**src/logic/mcf_pkg.sv**
```systemverilog
package mcf_pkg;

  // Machine-check codes
  localparam logic [15:0] MCF_CODE_UNUSED_IPL = 16'h000A;
  localparam logic [15:0] MCF_CODE_STRMOVE = 16'h000B;
  localparam logic [15:0] MCF_CODE_BAD_TRAP = 16'h000C;
  localparam logic [15:0] MCF_CODE_BAD_CSADDR = 16'h000D;
  localparam logic [15:0] MCF_CODE_RD_CACHE = 16'h0010;
  localparam logic [15:0] MCF_CODE_RD_BUS = 16'h0011;
  localparam logic [15:0] MCF_CODE_WR_BUS = 16'h0012;
  localparam logic [15:0] MCF_CODE_BUS_UNDEF = 16'h0013;
  localparam logic [15:0] MCF_CODE_NONE = 16'h0000;

  // Frame longword positions
  localparam int MCF_RESTART_BIT = 31;
  localparam int MCF_IE_SRC_BIT = 6;
  localparam int MCF_IE_DST_BIT = 22;
  localparam int MCF_FRAME_WORDS = 4;
  localparam logic [1:0] MCF_IDX_CODE = 2'h0;  // (SP)+4
  localparam logic [1:0] MCF_IDX_VA = 2'h1;    // (SP)+8
  localparam logic [1:0] MCF_IDX_PREF = 2'h2;  // (SP)+12
  localparam logic [1:0] MCF_IDX_INT = 2'h3;   // (SP)+16

  // Reset values
  localparam logic [31:0] MCF_WORD_RST = 32'h0000_0000;

  // Access type and data length encodings
  typedef enum logic [2:0] {
    MCF_AT_READ = 3'h0,
    MCF_AT_WRITE = 3'h1,
    MCF_AT_MODIFY = 3'h2,
    MCF_AT_ADDRESS = 3'h5,
    MCF_AT_VARBIT = 3'h6,
    MCF_AT_BRANCH = 3'h7
  } mcf_access_t;

  typedef enum logic [1:0] {
    MCF_DL_BYTE = 2'h0,
    MCF_DL_WORD = 2'h1,
    MCF_DL_LONG = 2'h2,
    MCF_DL_QUAD = 2'h3
  } mcf_length_t;

  // Failure classes reported by the processor pipeline
  typedef struct packed {
    logic unused_ipl;
    logic strmove_bad;
    logic bad_trap;
    logic bad_csaddr;
    logic rd_cache_par;
    logic rd_bus_err;
    logic wr_bus_err;
    logic bus_undef;
  } mcf_fault_t;

  // Processor state captured on the check
  typedef struct packed {
    logic restart;
    logic first_part_done;
    logic double_error_bit;
    logic [31:0] captured_virtual_address;
    logic [31:0] prefetch_address_reg;
    logic [31:0] interval_clock_ctrl;
    logic [31:0] soft_int_summary;
    logic [31:0] pc;
    logic [31:0] backup_pc;
    mcf_access_t access_type_field;
    mcf_length_t data_length_field;
    logic [7:0] opcode;
    logic [3:0] dest_register_number;
  } mcf_cpu_state_t;

  typedef struct packed {
    logic [31:0] code_word;
    logic [31:0] va_word;
    logic [31:0] pref_word;
    logic [31:0] int_word;
    logic [31:0] state_word;
  } mcf_frame_t;

endpackage

```
**src/logic/mcf_check_unit.sv**
```systemverilog
`timescale 1ns/1ps
module mcf_check_unit
  import mcf_pkg::*;
(
  input wire logic clk_sys,
  input wire logic srst,
  input wire mcf_fault_t fault_in,
  input wire logic mm_exception,
  input wire mcf_cpu_state_t cpu_state,
  input wire logic ack_wr,
  input wire logic [31:0] ack_wdata,
  input wire logic [2:0] frame_rd_idx,
  output logic check_taken,
  output logic double_error_halt,
  output logic check_in_progress,
  output logic recoverable,
  output logic [15:0] check_code,
  output logic va_usable,
  output mcf_frame_t frame_out,
  output logic [31:0] frame_rd_data
);
  logic any_fault;
  logic [15:0] code_next;
  logic recov_next;
  logic rs;
  logic fpd;
  logic [31:0] state_word_next;
  logic [31:0] int_word_next;
  logic [31:0] pc_delta;
  logic in_prog_reg;
  logic halt_reg;
  logic take;
  logic [2:0] wr_ptr_reg;
  logic wr_busy_reg;
  mcf_frame_t frame_reg;
  logic [31:0] mem_wdata;

  assign rs = cpu_state.restart;
  assign fpd = cpu_state.first_part_done;
  assign any_fault = |fault_in;
  assign take = any_fault && !in_prog_reg && !halt_reg;

  // Fixed priority: bus state first since nothing after it is trustworthy
  always_comb begin
    code_next = MCF_CODE_NONE;
    recov_next = 1'b0;
    if (fault_in.bus_undef) begin
      code_next = MCF_CODE_BUS_UNDEF;
      recov_next = 1'b0;
    end else if (fault_in.wr_bus_err) begin
      code_next = MCF_CODE_WR_BUS;
      recov_next = 1'b0;
    end else if (fault_in.rd_cache_par) begin
      code_next = MCF_CODE_RD_CACHE;
      recov_next = (rs || fpd) && !cpu_state.double_error_bit;
    end else if (fault_in.rd_bus_err) begin
      code_next = MCF_CODE_RD_BUS;
      recov_next = (rs || fpd) && !cpu_state.double_error_bit;
    end else if (fault_in.bad_csaddr) begin
      code_next = MCF_CODE_BAD_CSADDR;
      recov_next = rs || fpd;
    end else if (fault_in.bad_trap) begin
      code_next = MCF_CODE_BAD_TRAP;
      recov_next = rs && !fpd;
    end else if (fault_in.strmove_bad) begin
      code_next = MCF_CODE_STRMOVE;
      recov_next = fpd;
    end else if (fault_in.unused_ipl) begin
      code_next = MCF_CODE_UNUSED_IPL;
      recov_next = rs || fpd;
    end
  end

  assign pc_delta = cpu_state.pc - cpu_state.backup_pc;

  always_comb begin
    state_word_next = MCF_WORD_RST;
    state_word_next[31:24] = pc_delta[7:0];
    state_word_next[20:18] = cpu_state.access_type_field;
    state_word_next[17:16] = cpu_state.data_length_field;
    state_word_next[15:8] = cpu_state.opcode;
    state_word_next[3:0] = cpu_state.dest_register_number;
  end

  always_comb begin
    int_word_next = MCF_WORD_RST;
    int_word_next[MCF_IE_DST_BIT] =
      cpu_state.interval_clock_ctrl[MCF_IE_SRC_BIT];
    int_word_next[15:0] = cpu_state.soft_int_summary[15:0];
  end

  // Everything is sampled on the taking edge itself
  always_ff @(posedge clk_sys) begin
    if (srst) begin
      frame_reg <= '0;
      check_code <= MCF_CODE_NONE;
      recoverable <= 1'b0;
      va_usable <= 1'b0;
    end else if (take) begin
      frame_reg.code_word <= {rs, 15'h0000, code_next};
      frame_reg.va_word <= cpu_state.captured_virtual_address;
      frame_reg.pref_word <= cpu_state.prefetch_address_reg;
      frame_reg.int_word <= int_word_next;
      frame_reg.state_word <= state_word_next;
      check_code <= code_next;
      recoverable <= recov_next;
      va_usable <= (code_next != MCF_CODE_WR_BUS);
    end
  end

  always_ff @(posedge clk_sys) begin
    if (srst) begin
      check_taken <= 1'b0;
    end else begin
      check_taken <= take;
    end
  end

  // A fault in the same cycle as the clear is not taken; it sets the halt instead
  always_ff @(posedge clk_sys) begin
    if (srst) begin
      in_prog_reg <= 1'b0;
    end else if (take) begin
      in_prog_reg <= 1'b1;
    end else if (ack_wr && ack_wdata == MCF_WORD_RST) begin
      in_prog_reg <= 1'b0;
    end
  end

  // Halt is sticky until reset; it needs the console to recover
  always_ff @(posedge clk_sys) begin
    if (srst) begin
      halt_reg <= 1'b0;
    end else if (in_prog_reg && (any_fault || mm_exception)) begin
      halt_reg <= 1'b1;
    end
  end

  always_ff @(posedge clk_sys) begin
    check_in_progress <= srst ? 1'b0 : (in_prog_reg || take);
    double_error_halt <= srst ? 1'b0 :
      (halt_reg || (in_prog_reg && (any_fault || mm_exception)));
  end

  assign frame_out = frame_reg;

  // Stack image writer: copies the five longwords after each capture
  always_ff @(posedge clk_sys) begin
    if (srst) begin
      wr_ptr_reg <= 3'h0;
      wr_busy_reg <= 1'b0;
    end else if (take) begin
      wr_ptr_reg <= 3'h0;
      wr_busy_reg <= 1'b1;
    end else if (wr_busy_reg) begin
      if (wr_ptr_reg == 3'(MCF_FRAME_WORDS)) begin
        wr_busy_reg <= 1'b0;
      end else begin
        wr_ptr_reg <= wr_ptr_reg + 3'h1;
      end
    end
  end

  always_comb begin
    case (wr_ptr_reg)
      {1'b0, MCF_IDX_CODE}: mem_wdata = frame_reg.code_word;
      {1'b0, MCF_IDX_VA}: mem_wdata = frame_reg.va_word;
      {1'b0, MCF_IDX_PREF}: mem_wdata = frame_reg.pref_word;
      {1'b0, MCF_IDX_INT}: mem_wdata = frame_reg.int_word;
      default: mem_wdata = frame_reg.state_word;
    endcase
  end

  mcf_frame_mem #(
    .WIDTH(32),
    .DEPTH(MCF_FRAME_WORDS + 1),
    .AW(3)
  ) i_mcf_frame_mem (
    .clk_sys(clk_sys),
    .wr_en(wr_busy_reg),
    .wr_addr(wr_ptr_reg),
    .wr_data(mem_wdata),
    .rd_addr(frame_rd_idx),
    .rd_data(frame_rd_data)
  );
endmodule // mcf_check_unit

```
**src/logic/mcf_frame_mem.sv**
```systemverilog
`timescale 1ns/1ps
module mcf_frame_mem
  import mcf_pkg::*;
#(
  parameter int WIDTH = 32,
  parameter int DEPTH = MCF_FRAME_WORDS + 1,
  parameter int AW = 3
) (
  input wire logic clk_sys,
  input wire logic wr_en,
  input wire logic [AW-1:0] wr_addr,
  input wire logic [WIDTH-1:0] wr_data,
  input wire logic [AW-1:0] rd_addr,
  output logic [WIDTH-1:0] rd_data
);
  // Refused at elaboration: the write pointer could not reach every entry
  if (DEPTH > (1 << AW) || DEPTH < 1 || WIDTH < 1) begin : g_bad_size
    $error("mcf_frame_mem: depth does not fit address width");
  end

  logic [WIDTH-1:0] mem [DEPTH];

  always_ff @(posedge clk_sys) begin
    if (wr_en && (int'(wr_addr) < DEPTH)) begin
      mem[wr_addr] <= wr_data;
    end
  end

  // Registered read keeps the frame port timing-clean
  always_ff @(posedge clk_sys) begin
    if (int'(rd_addr) < DEPTH) begin
      rd_data <= mem[rd_addr];
    end else begin
      rd_data <= '0;
    end
  end
endmodule // mcf_frame_mem

```
**config.mk**
```make
export PLATFORM = sky130hd
export DESIGN_NAME = mcf_check_unit
export DESIGN_NICKNAME = d
export VERILOG_FILES = /design/src/logic/mcf_pkg.sv /design/src/logic/mcf_check_unit.sv /design/src/logic/mcf_frame_mem.sv
export SDC_FILE = /design/constraint.sdc
export NUM_CORES = 1
export LEC_CHECK = 0
export BUFFER_PORTS_ARGS = -buffer_cell sky130_fd_sc_hd__buf_2
export CORE_AREA = 3 3 182 184
export DETAILED_ROUTE_END_ITERATION = 16
export DIE_AREA = 0 0 185 187
export PLACE_DENSITY = 0.68
export SLEW_MARGIN = 0
export SYNTH_ARGS = -nofsm -noshare
export SYNTH_HDL_FRONTEND = slang
export SYNTH_SLANG_ARGS = --single-unit
```
**constraint.sdc**
```tcl
create_clock -name clk_sys -period 4.9 [get_ports clk_sys]
set_input_delay 0.49 -clock clk_sys [delete_from_list [all_inputs] [get_ports clk_sys]]
set_output_delay 0.49 -clock clk_sys [all_outputs]
set_load 0.005 [all_outputs]
```
==> results of run 1 <==
synthesized netlist by cell type (2+ instances only):
cell type	number	area, µm²
buf_1	3	11.3
buf_4	70	526
edfxtp_1	160	4800
o22ai_1	4	25.0
mux2i_1	34	340
a222oi_1	18	180
nor3_1	5	25.0
a21oi_1	22	110
nor4_1	13	81.3
clkbuf_1	23	86.3
xor2_1	2	17.5
inv_1	31	116
o21ai_1	3	15.0
nand2_1	14	52.6
a22o_1	102	893
dfxtp_1	155	3100
o31ai_1	3	22.5
buf_2	21	105
a22oi_1	12	90.1
a21boi_0	2	15.0
o211ai_1	2	15.0
nor2_1	65	244
nor4_4	2	42.5
a21o_1	2	15.0
o21a_1	4	30.0
nor2b_1	4	25.0
mux4_2	32	721
o32ai_1	2	17.5
o21ai_0	21	105
nand2b_1	2	12.5
ha_1	12	150
how the worst max path moves through the flow:
stage | from | endpoint | slack (ns) | cells past startpoint
after floorplan | wr_ptr_reg[2] | i_mcf_frame_mem.mem[4][0] | 0.51 | 3
after detailed placement | fault_in[2] | frame_out[31] | 1.98 | 7
after global routing | wr_ptr_reg[0] | i_mcf_frame_mem.mem[0][29] | 1.72 | 5
after global placement | fault_in[0] | frame_out[31] | 1.98 | 7
final | wr_ptr_reg[0] | i_mcf_frame_mem.mem[0][29] | 1.95 | 5
after CTS | wr_ptr_reg[0] | i_mcf_frame_mem.mem[0][29] | 1.98 | 5
placed cells by master, fill, tap and decap left out, types with 3 or more instances in the layout:
cell / netlist / final
ha_1: 12 / 12
bufinv_16: 0 / 5
mux4_2: 32 / 32
buf_4: 70 / 12
o21ai_1: 3 / 3
o21ai_0: 21 / 21
nand2_1: 14 / 14
nor4_2: 0 / 5
clkinv_2: 0 / 3
nor3_1: 5 / 5
edfxtp_1: 160 / 160
mux2i_1: 34 / 34
clkbuf_8: 0 / 4
clkbuf_16: 0 / 31
inv_1: 31 / 31
nor4_1: 13 / 8
diode_2: 0 / 6
o21a_1: 4 / 4
clkinv_1: 0 / 7
o31ai_1: 3 / 3
a21oi_1: 22 / 22
conb_1: 1 / 59
a22oi_1: 12 / 12
a222oi_1: 18 / 18
buf_2: 21 / 317
dfxtp_1: 155 / 155
a22o_1: 102 / 102
clkbuf_1: 23 / 5
nor2_1: 65 / 65
o22ai_1: 4 / 4
where the power goes:
part	leakage (nW)	internal, mW	switching, mW
combinational	3.09	0.267	0.354
clock	0.515	1.48	0.963
sequential	2.71	2.94	0.0826
layout make-up:
| type | instances | share of cell area (%) |
|---|---|---|
| sequential | 315 | 52.7 |
| multi-input combinational | 462 | 24.7 |
| timing repair buffer | 330 | 11.3 |
| clock buffer | 40 | 5.66 |
| tap | 402 | 3.35 |
| clock inverter | 18 | 1.41 |
| inverter | 32 | 0.809 |
| antenna | 6 | 0.100 |
logic make-up after synthesis:
group,Yosys count,share of synthesized area (%)
flip-flops,315,64.8
XOR/XNOR,3,0.215
multiplexers,66,8.69
other,1,0.0307
AND/OR/NAND/NOR,113,4.38
buffers and inverters,150,7.04
adder cells (fa/ha/maj),13,1.39
AO/OA/AOI/OAI,208,13.5
through the flow:
stage	setup WS (ns)	hold slack (ns)
detailed placement	1.98	0.469
CTS	1.98	0.105
floorplan	0.509	0.456
global route	1.72	0.117
finish	1.95	0.136
global placement	1.98	0.449
worst max-delay path: stages (launching register included):
cell and delay [ns]:
dfxtp_1 0.51, inv_1 0.17, ha_1 0.36, nor3_1 0.37
o21bai_4 0.35, o21ai_0 0.84
metal layers:
metal  global-route usage (%)  up-vias  part of all wire (%)
met4                     6.41        4                   3.1
met3                     3.81       45                   6.9
met5                        0        -                 0.064
met2                     30.1      335                    49
li1                         -     3817                     -
met1                     24.0     3949                    41
==> impl_results.md, run 1 <==
* Reg2reg setup slack at 1.95 ns
* CTS tree: done
* Post-CTS Setup Repair Bufs at 0
* Ys Warns at 0
* Remaining antenna violation count after routing at 0
* Max Freq at 0.340 GHz
* Die height at 187 µm
* Pwr Total at 6.08 mW
* EDFF count, synth at 160
* Min cycle time layout at between 2 and 3 ns
* Max-cap violations at 0
* Ports at around 470
* Avg Synthesized Cell Area at 14.0 µm²
* Status: completed
* Crit path capture type: flop
* CORE AREA at 0.0316 mm²
* Async SR Flop Fraction at 0%
* Placed insts at ~1500
* WL/cell at 20.6 µm
* Fin. max-slew vios at 0
* Detailed Place HPWL at 23400 µm
* Actual slew at the worst max-slew pin at about 1.1 ns
* H-tree depth at 1
* CTS root buffer: clkbuf_16
* Clk pin slew, worst setup/hold paths at 0.06 ns
* Hold Crit Depth at 2
* Footprint of the multi-input gates at 0.00370 mm²
* Power Dens Cells at 405 mW/mm²
* Final total negative setup slack at 0 ns
* Resized cells post-CTS at 0
* Iteration-0 DRC Markers at 646
* Max FO, Critical Path at 37
* Startpoint types: flop
* Hold Path End: frame_out[113]
* Final setup viols at 0
* GP Congestion at 0.855
* Clock buffer depth at 3
* Share of cells above drive strength 1 at 35.2%
* Hold Crit Class: primary input to flop
* Die Area at between 0.03 and 0.04 mm²
* IO buf count at 317
* Area of the mapped netlist at roughly 0.012 mm²
* Count of state elements after synthesis at about 320
* Initial antenna violation count at 7
* Total grt overflow at 0
* Vias in the first global route at 8116
* Vias at just over 8000
* # nets final at between 1000 and 1500
* Unique masters post-synth at 55
* Clock Skew at roughly 0.02 ns
* Largest register by flop count: i_mcf_frame_mem.mem
* Period utilisation layout at 60.1%
* Slew margin rel. at about 25%
* Path depth of the worst reg2reg path at 5
* Worst r2r dst: i_mcf_frame_mem.mem[0][29]
* CP arrival at between 3 and 4 ns
* Final Hold Fails at 0
* First-pass GRT wire length at 49200 µm
* Hold-fix buffers, CTS at 0
* Setup CP Type: flop to flop
* Num rows at 65
* Area post-placement at between 0.01 and 0.015 mm²
* Max reg flops at 160
* WP data required at 5.12 ns
* CTS Buf Count at 31
* Fin area at 0.0150 mm²
* Drt pass-1 iters at 5
* # DRC at 0
* Vias/cell at 5.08
* Clock insertion delay at the later pin of the skew report at 0.56 ns
* Reg-to-Reg Start: wr_ptr_reg[0]
* Die width at 185 µm
* # clock sinks at 315
* Ys flop type: edfxtp_1
* Peak VDD IR at 0.247 mV
* Fill cells at approximately 2800
* Layout area overhead at 23.0%
* GRT Overall Usage at 18.3%
* Unrepaired setup endpoints after global routing: no
* Leak at about 6.3 nW
* Register area share after synthesis at between 60 and 70%
* Largest net degree at the start of global routing at 74
* Fin util at 47.6%
* Non-Filler Instances at 1605
* Gate Count Post-Synth at 869
* Initial Util at 38.7%
* Seq. cell area at around 0.0079 mm²
* Total wire length at 33000 µm
* Hold path startpoint: cpu_state[194]
(Power assumes the default switching activity.)
==> run 2, diff against run 1 <==
==> constraint.sdc (replaced) <==
create_clock -name clk_sys -period 2.9 [get_ports clk_sys]
set_input_delay 0.29 -clock clk_sys [delete_from_list [all_inputs] [get_ports clk_sys]]
set_output_delay 0.29 -clock clk_sys [all_outputs]
set_load 0.005 [all_outputs]
==> run 2 against run 1 <==
Net effect: sequential share of layout area down 3.1 points; power up 70%; register-to-register slack worse by 1.7 ns; core utilization up 3.0 points; sequential power up 70%; die area unchanged; critical endpoint is now i_mcf_frame_mem.mem[4][27]; largest cell class unchanged; highest routed layer is now met4.
==> impl_results.md, run 2 (synthesis gave the netlist of run 1 again) <==
* Status: completed (unchanged)
* Leak at 6.74 nW (was 6.31 nW)
* Slew margin rel. at 41.0% (was 25.5%)
* Die height at 187 µm (unchanged)
* Startpoint types: flop (unchanged)
* Vias/cell at 5.09 (was 5.08)
* Share of cells above drive strength 1 at 33.6% (was 35.2%)
* WP data required at 3.11 ns (was 5.12 ns)
* Clock insertion delay at the later pin of the skew report at 0.50 ns (was 0.56 ns)
* Peak VDD IR at 0.379 mV (was 0.247 mV)
* Fin util at 50.6% (was 47.6%)
* Max reg flops at 160 (unchanged)
* Initial antenna violation count at 2 (was 7)
* Cell chain of the critical path: inv_1, ha_1, nor3_1, o21bai_4, o21ai_0 (unchanged)
* # DRC at 0 (unchanged)
* Detailed Place HPWL at 23900 µm (was 23400 µm)
* Drt pass-1 iters at 8 (was 5)
* Pre-CTS setup slack at 0.289 ns (was 1.98 ns)
* Most frequent cells in the layout: buf_2, edfxtp_1, dfxtp_1 (unchanged)
* Fin. max-slew vios at 0 (unchanged)
* Final Hold Fails at 0 (unchanged)
* Hold Slack at 0.0109 ns (was 0.136 ns)
* Clock Skew at 0.0115 ns (was 0.0196 ns)
* Total grt overflow at 0 (unchanged)
* Iteration-0 DRC Markers at 688 (was 646)
* Routing usage on met2 at 32.6% (was 30.1%)
* IO buf count at 317 (unchanged)
* # clock sinks at 315 (unchanged)
* H-tree depth at 2 (was 1)
* # nets final at 1543 (was 1444)
* Remaining antenna violation count after routing at 0 (unchanged)
* Total wire length at 34600 µm (was 33000 µm)
* Die width at 185 µm (unchanged)
* Max FO, Critical Path at 34 (was 37)
* Die Area at 0.0346 mm² (unchanged)
* Busiest metal layer after global routing: met2 (unchanged)
* GP Congestion at 0.843 (was 0.855)
* Most common cell after layout, fill and taps aside: buf_2 (unchanged)
* Ports at 472 (unchanged)
* Crit path largest cell delay at 0.64 ns (was 0.84 ns)
* Vias in the first global route at 8977 (was 8116)
* Worst Setup EP: i_mcf_frame_mem.mem[4][27] (was i_mcf_frame_mem.mem[0][29])
* CTS root buffer: clkbuf_16 (unchanged)
* GRT Overall Usage at 19.6% (was 18.3%)
* Crit. Startpoint: wr_ptr_reg[0] (unchanged)
* CTS Buf Count at 34 (was 31)
* Reg2reg setup slack at 0.24 ns (was 1.95 ns)
* Largest net degree at the start of global routing at 66 (was 74)
* Met1 Use GR at 25.1% (was 24.0%)
* CTS tree: done (unchanged)
* Clock buffer depth at 3 (unchanged)
* First-pass GRT wire length at 52600 µm (was 49200 µm)
* Final worst slack at 0.243 ns (was 1.95 ns)
* Worst r2r dst: i_mcf_frame_mem.mem[4][27] (was i_mcf_frame_mem.mem[0][29])
* Actual slew at the worst max-slew pin at 0.876 ns (was 1.12 ns)
* GR Util met3 at 3.27% (was 3.81%)
* Largest register by flop count: i_mcf_frame_mem.mem (unchanged)
* Path depth of the worst reg2reg path at 5 (unchanged)
* Resized cells post-CTS at 0 (unchanged)
* Period utilisation layout at 91.6% (was 60.1%)
* Reg-to-Reg Start: wr_ptr_reg[0] (unchanged)
* Power Dens Cells at 648 mW/mm² (was 405 mW/mm²)
* Setup CP Type: flop to flop (unchanged)
* Hold Crit Class: primary input to flop (unchanged)
* CP max stage cell: o21ai_0 (unchanged)
* Clk pin slew, worst setup/hold paths at 0.06 ns (about the same)
* Vias at 8646 (was 8150)
* Layout area overhead at 30.7% (was 23.0%)
* Num rows at 65 (unchanged)
* CP arrival at 2.86 ns (was 3.17 ns)
* Max-cap violations at 0 (unchanged)
* Min cycle time layout at 2.66 ns (was 2.95 ns)
* CORE AREA at 0.0316 mm² (unchanged)
* Unrepaired setup endpoints after global routing: no (unchanged)
* Max Freq at 0.376 GHz (was 0.340 GHz)
* WL/cell at 20.4 µm (was 20.6 µm)
* Crit path capture type: flop (unchanged)
* Initial Util at 38.7% (unchanged)
* Final setup viols at 0 (unchanged)
[run 2: metal layers]
metal	part of all wire [%]	vias up
li1	-	4008
met1	40	4175
met2	49	399
met3	6.8	64
met4	4.0	0
met5	0	-
[run 2: layout make-up]
cell class / count / area [µm²]
well taps: 402 / 503
clock inverters: 11 / 56.3
repair buffers: 426 / 2650
flip-flops and latches: 315 / 7910
inverters: 32 / 121
clock buffers: 50 / 993
diodes: 2 / 5.00
fillers: 2733 / 15600
multi-input cells: 462 / 3710
[run 2: worst max-delay path: cells and delay by family (launching register included)]
kind,cells,cell delay (ns)
compound gates,2,0.96
fa+ha+maj,1,0.33
buf+inv,1,0.17
flops,1,0.54
simple gates,1,0.36
[run 2: worst min-delay path by stage]
| stage | end | slack (ns) | startpoint | cells past startpoint |
|---|---|---|---|---|
| after floorplan | frame_out[16] | 0.40 | cpu_state[12] | 2 |
| after global placement | recoverable | 0.45 | recoverable | 1 |
| after detailed placement | recoverable | 0.46 | recoverable | 1 |
| after CTS | frame_out[92] | 0.001 | cpu_state[173] | 2 |
| after global routing | frame_out[14] | 0.0002 | cpu_state[10] | 2 |
| final | frame_out[92] | 0.01 | cpu_state[173] | 2 |
[run 2: where the power goes]
part           total, mW  internal (mW)  switching, mW
clock network       4.06           2.38           1.68
registers           5.12           4.96          0.151
logic               1.16          0.540          0.624
[run 2: repair_timing]
item                      in CTS  in global routing
hold buffers                  84                  0
hold endpoints to repair      84                  0
setup buffers                  0                  0
[run 2: per-stage QoR]
| step | cell area, µm² | total power, mW | setup TNS, ns | instances |
|---|---|---|---|---|
| 2_1_floorplan | 12400 | 5.80 | -173.37 | 927 |
| 3_3_place_gp | 14100 | 6.26 | 0 | 1553 |
| 3_5_place_dp | 14100 | 6.28 | 0 | 1553 |
| 4_1_cts | 15900 | 10.4 | 0 | 1698 |
| 5_1_grt | 16000 | 10.8 | 0 | 1700 |
| 6_report | 16000 | 10.3 | 0 | 1700 |
==> run 3, diff against run 2 <==
--- a/config.mk
+++ b/config.mk
@@ -5,12 +5,14 @@
 export SDC_FILE = /design/constraint.sdc
 export NUM_CORES = 1
 export LEC_CHECK = 0
+export ABC_AREA = 1
 export BUFFER_PORTS_ARGS = -buffer_cell sky130_fd_sc_hd__buf_2
-export CORE_AREA = 3 3 182 184
+export CORE_AREA = 3 3 180 182
 export DETAILED_ROUTE_END_ITERATION = 16
-export DIE_AREA = 0 0 185 187
-export PLACE_DENSITY = 0.68
+export DIE_AREA = 0 0 183 185
+export PLACE_DENSITY_LB_ADDON = 0.25
 export SLEW_MARGIN = 0
 export SYNTH_ARGS = -nofsm -noshare
 export SYNTH_HDL_FRONTEND = slang
 export SYNTH_SLANG_ARGS = --single-unit
+export TNS_END_PERCENT = 1
==> run 3 against run 2 <==
Net effect: sequential share of layout area is 1.8 points lower; combinational power fell by 3%; largest power group unchanged; count of clock-buffer cells in the layout shrank 1; largest cell class unchanged.
==> impl_results.md, run 3 <==
* Status: completed (unchanged)
* Avg Synthesized Cell Area at 9.39 µm² (was 14.0 µm²)
* Max-cap violations at 0 (unchanged)
* Clock Skew at 0.0156 ns (was 0.0115 ns)
* Count of state elements after synthesis at 315 (unchanged)
* Cell taking the most area after synthesis: edfxtp_1 (unchanged)
* Unique masters post-synth at 34 (was 55)
* Fill cells at 2812 (was 2733)
* Initial antenna violation count at 1 (was 2)
* CTS Buf Count at 35 (was 34)
* CTS root buffer: clkbuf_16 (unchanged)
* Post-CTS Setup Repair Bufs at 0 (unchanged)
* Clk pin slew, worst setup/hold paths at 0.06 ns (about the same)
* Most frequent cells in the layout: buf_2, nand2_1, inv_1 (was buf_2, edfxtp_1, dfxtp_1)
* Largest net degree at the start of global routing at 60 (was 66)
* Die width at 183 µm (was 185 µm)
* Unrepaired setup endpoints after global routing: no (unchanged)
* Seq. cell area at 0.00791 mm² (unchanged)
* Die Area at 0.0339 mm² (was 0.0346 mm²)
* Period utilisation layout at 80.8% (was 91.6%)
* Drt pass-1 iters at 5 (was 8)
* Synth area leaders: edfxtp_1, dfxtp_1, nand2_1 (was edfxtp_1, dfxtp_1, a22o_1)
* Final setup viols at 0 (unchanged)
* Max Freq at 0.427 GHz (was 0.376 GHz)
* CTS tree: done (unchanged)
* Min cycle time layout at 2.34 ns (was 2.66 ns)
* Total grt overflow at 0 (unchanged)
* Crit path capture type: flop (unchanged)
* Initial Util at 42.1% (was 38.7%)
* Layout area overhead at 27.9% (was 30.7%)
* Clock buffer depth at 3 (unchanged)
* Top cells by count, synth: nand2_1, inv_1, edfxtp_1 (was edfxtp_1, dfxtp_1, a22o_1)
* Most frequent cell after synthesis: nand2_1 (was edfxtp_1)
* Leak at 7.46 nW (was 6.74 nW)
* Ys Warns at 0 (unchanged)
* Peak VDD IR at 0.383 mV (was 0.379 mV)
* CORE AREA at 0.0307 mm² (was 0.0316 mm²)
* # DRC at 0 (unchanged)
* First-pass GRT wire length at 57300 µm (was 52600 µm)
* Detailed Place HPWL at 25900 µm (was 23900 µm)
* Fin. max-slew vios at 0 (unchanged)
* Gate Count Post-Synth at 1379 (was 869)
* Largest register by flop count: i_mcf_frame_mem.mem (unchanged)
* Clock insertion delay at the later pin of the skew report at 0.50 ns (about the same)
* WL/cell at 17.3 µm (was 20.4 µm)
* Power Dens Cells at 633 mW/mm² (was 648 mW/mm²)
* Area of the mapped netlist at 0.0129 mm² (was 0.0122 mm²)
* Num rows at 64 (was 65)
* IO buf count at 317 (unchanged)
* Remaining antenna violation count after routing at 0 (unchanged)
* Final Hold Fails at 0 (unchanged)
* Vias/cell at 4.75 (was 5.09)
* Vias at 10400 (was 8646)
* EDFF count, synth at 160 (unchanged)
* Die height at 185 µm (was 187 µm)
* Placed insts at 2045 (was 1553)
* Hold Crit Class: primary input to flop (unchanged)
* Final total negative setup slack at 0 ns (unchanged)
* Resized cells post-CTS at 0 (unchanged)
* # clock sinks at 315 (unchanged)
* Max reg flops at 160 (unchanged)
* Async SR Flop Fraction at 0% (unchanged)
* Slew margin rel. at 46.1% (was 41.0%)
* WP data required at 3.10 ns (was 3.11 ns)
* Setup CP Type: flop to flop (unchanged)
* Hold-fix buffers, CTS at 79 (was 84)
* Footprint of the multi-input gates at 0.00379 mm² (was 0.00371 mm²)
* Max FO, Critical Path at 25 (was 34)
* Post-synth top area share at 37.1% (was 39.4%)
* GRT Overall Usage at 21.7% (was 19.6%)
* Actual slew at the worst max-slew pin at 0.809 ns (was 0.876 ns)
* Register area share after synthesis at 61.1% (was 64.8%)
* Share of cells above drive strength 1 at 22.9% (was 33.6%)
* Ys flop type: edfxtp_1 (unchanged)
* Vias in the first global route at 10300 (was 8977)
* Most common cell after layout, fill and taps aside: buf_2 (unchanged)
* Non-Filler Instances at 2188 (was 1700)
* CP arrival at 2.55 ns (was 2.86 ns)
* Startpoint types: flop (unchanged)
* GP Congestion at 0.864 (was 0.843)
* # nets final at 2037 (was 1543)
* Ports at 472 (unchanged)
* Iteration-0 DRC Markers at 611 (was 688)
* H-tree depth at 2 (unchanged)
* Total wire length at 37900 µm (was 34600 µm)
* Pwr Total at 10.5 mW (was 10.3 mW)
[run 3: path summary, 6_finish.rpt]
path	from	endpoint	slack, ns	cells after the start
max	wr_ptr_reg[1]	i_mcf_frame_mem.mem[0][17]	0.56	8
min	cpu_state[164]	frame_out[83]	0.02	3
max reg2reg	wr_ptr_reg[1]	i_mcf_frame_mem.mem[0][17]	0.56	8
min reg2reg	va_usable	va_usable	0.46	2
[run 3: cells by family (layout without fill, tap and decap cells)]
logic type,Yosys count,after routing,share of synthesized area (%)
compound gates,294,294,12.1
fa+ha+maj,13,13,1.31
xor+xnor,3,3,0.203
other cells,1,60,0.0290
buf+inv,305,659,11.6
simple gates,448,448,13.6
flops,315,315,61.1
[run 3: cell type report]
cell class | instances | share of cell area [%]
clock inverters | 14 | 0.718
clock buffers | 49 | 6.17
flip-flops and latches | 315 | 47.8
diodes | 1 | 0.0151
multi-input cells | 817 | 22.9
inverters | 178 | 4.04
repair buffers | 418 | 15.4
well taps | 396 | 2.99
[run 3: through the flow]
step	hold WS, ns	cell area (µm²)	setup WS [ns]	util, %
floorplan	0.359	13200	-0.279	-
global placement	0.428	14600	0.652	47.6
detailed placement	0.437	14600	0.578	47.6
CTS	0.000504	16600	0.560	53.8
global route	0.00426	16600	0.354	53.8
finish	0.0156	16600	0.557	53.8
[run 3: worst max-delay path, cell delays in order (launching register included)]
cell	delay [ns]
dfxtp_1	0.48
inv_1	0.13
ha_1	0.19
nand2_1	0.08
inv_1	0.27
nor3_4	0.23
buf_4	0.32
nand2_1	0.08
o221ai_1	0.23
[run 3: metal layers]
metal  GRT usage (%)  vias up  part of all wire [%]  routed length, µm
li1                -     5165                     -                  -
met1            29.0     4797                    44              16500
met4            6.19        0                   2.5                962
met5               0        -                     0                  0
met3            3.63       63                   5.8               2210
met2            36.9      377                    48              18200
[run 3: report_power, final]
part           internal (mW)  switching (mW)  total [mW]
clock                   2.64            1.72        4.35
sequential              4.89           0.113        5.01
combinational          0.443           0.677        1.12
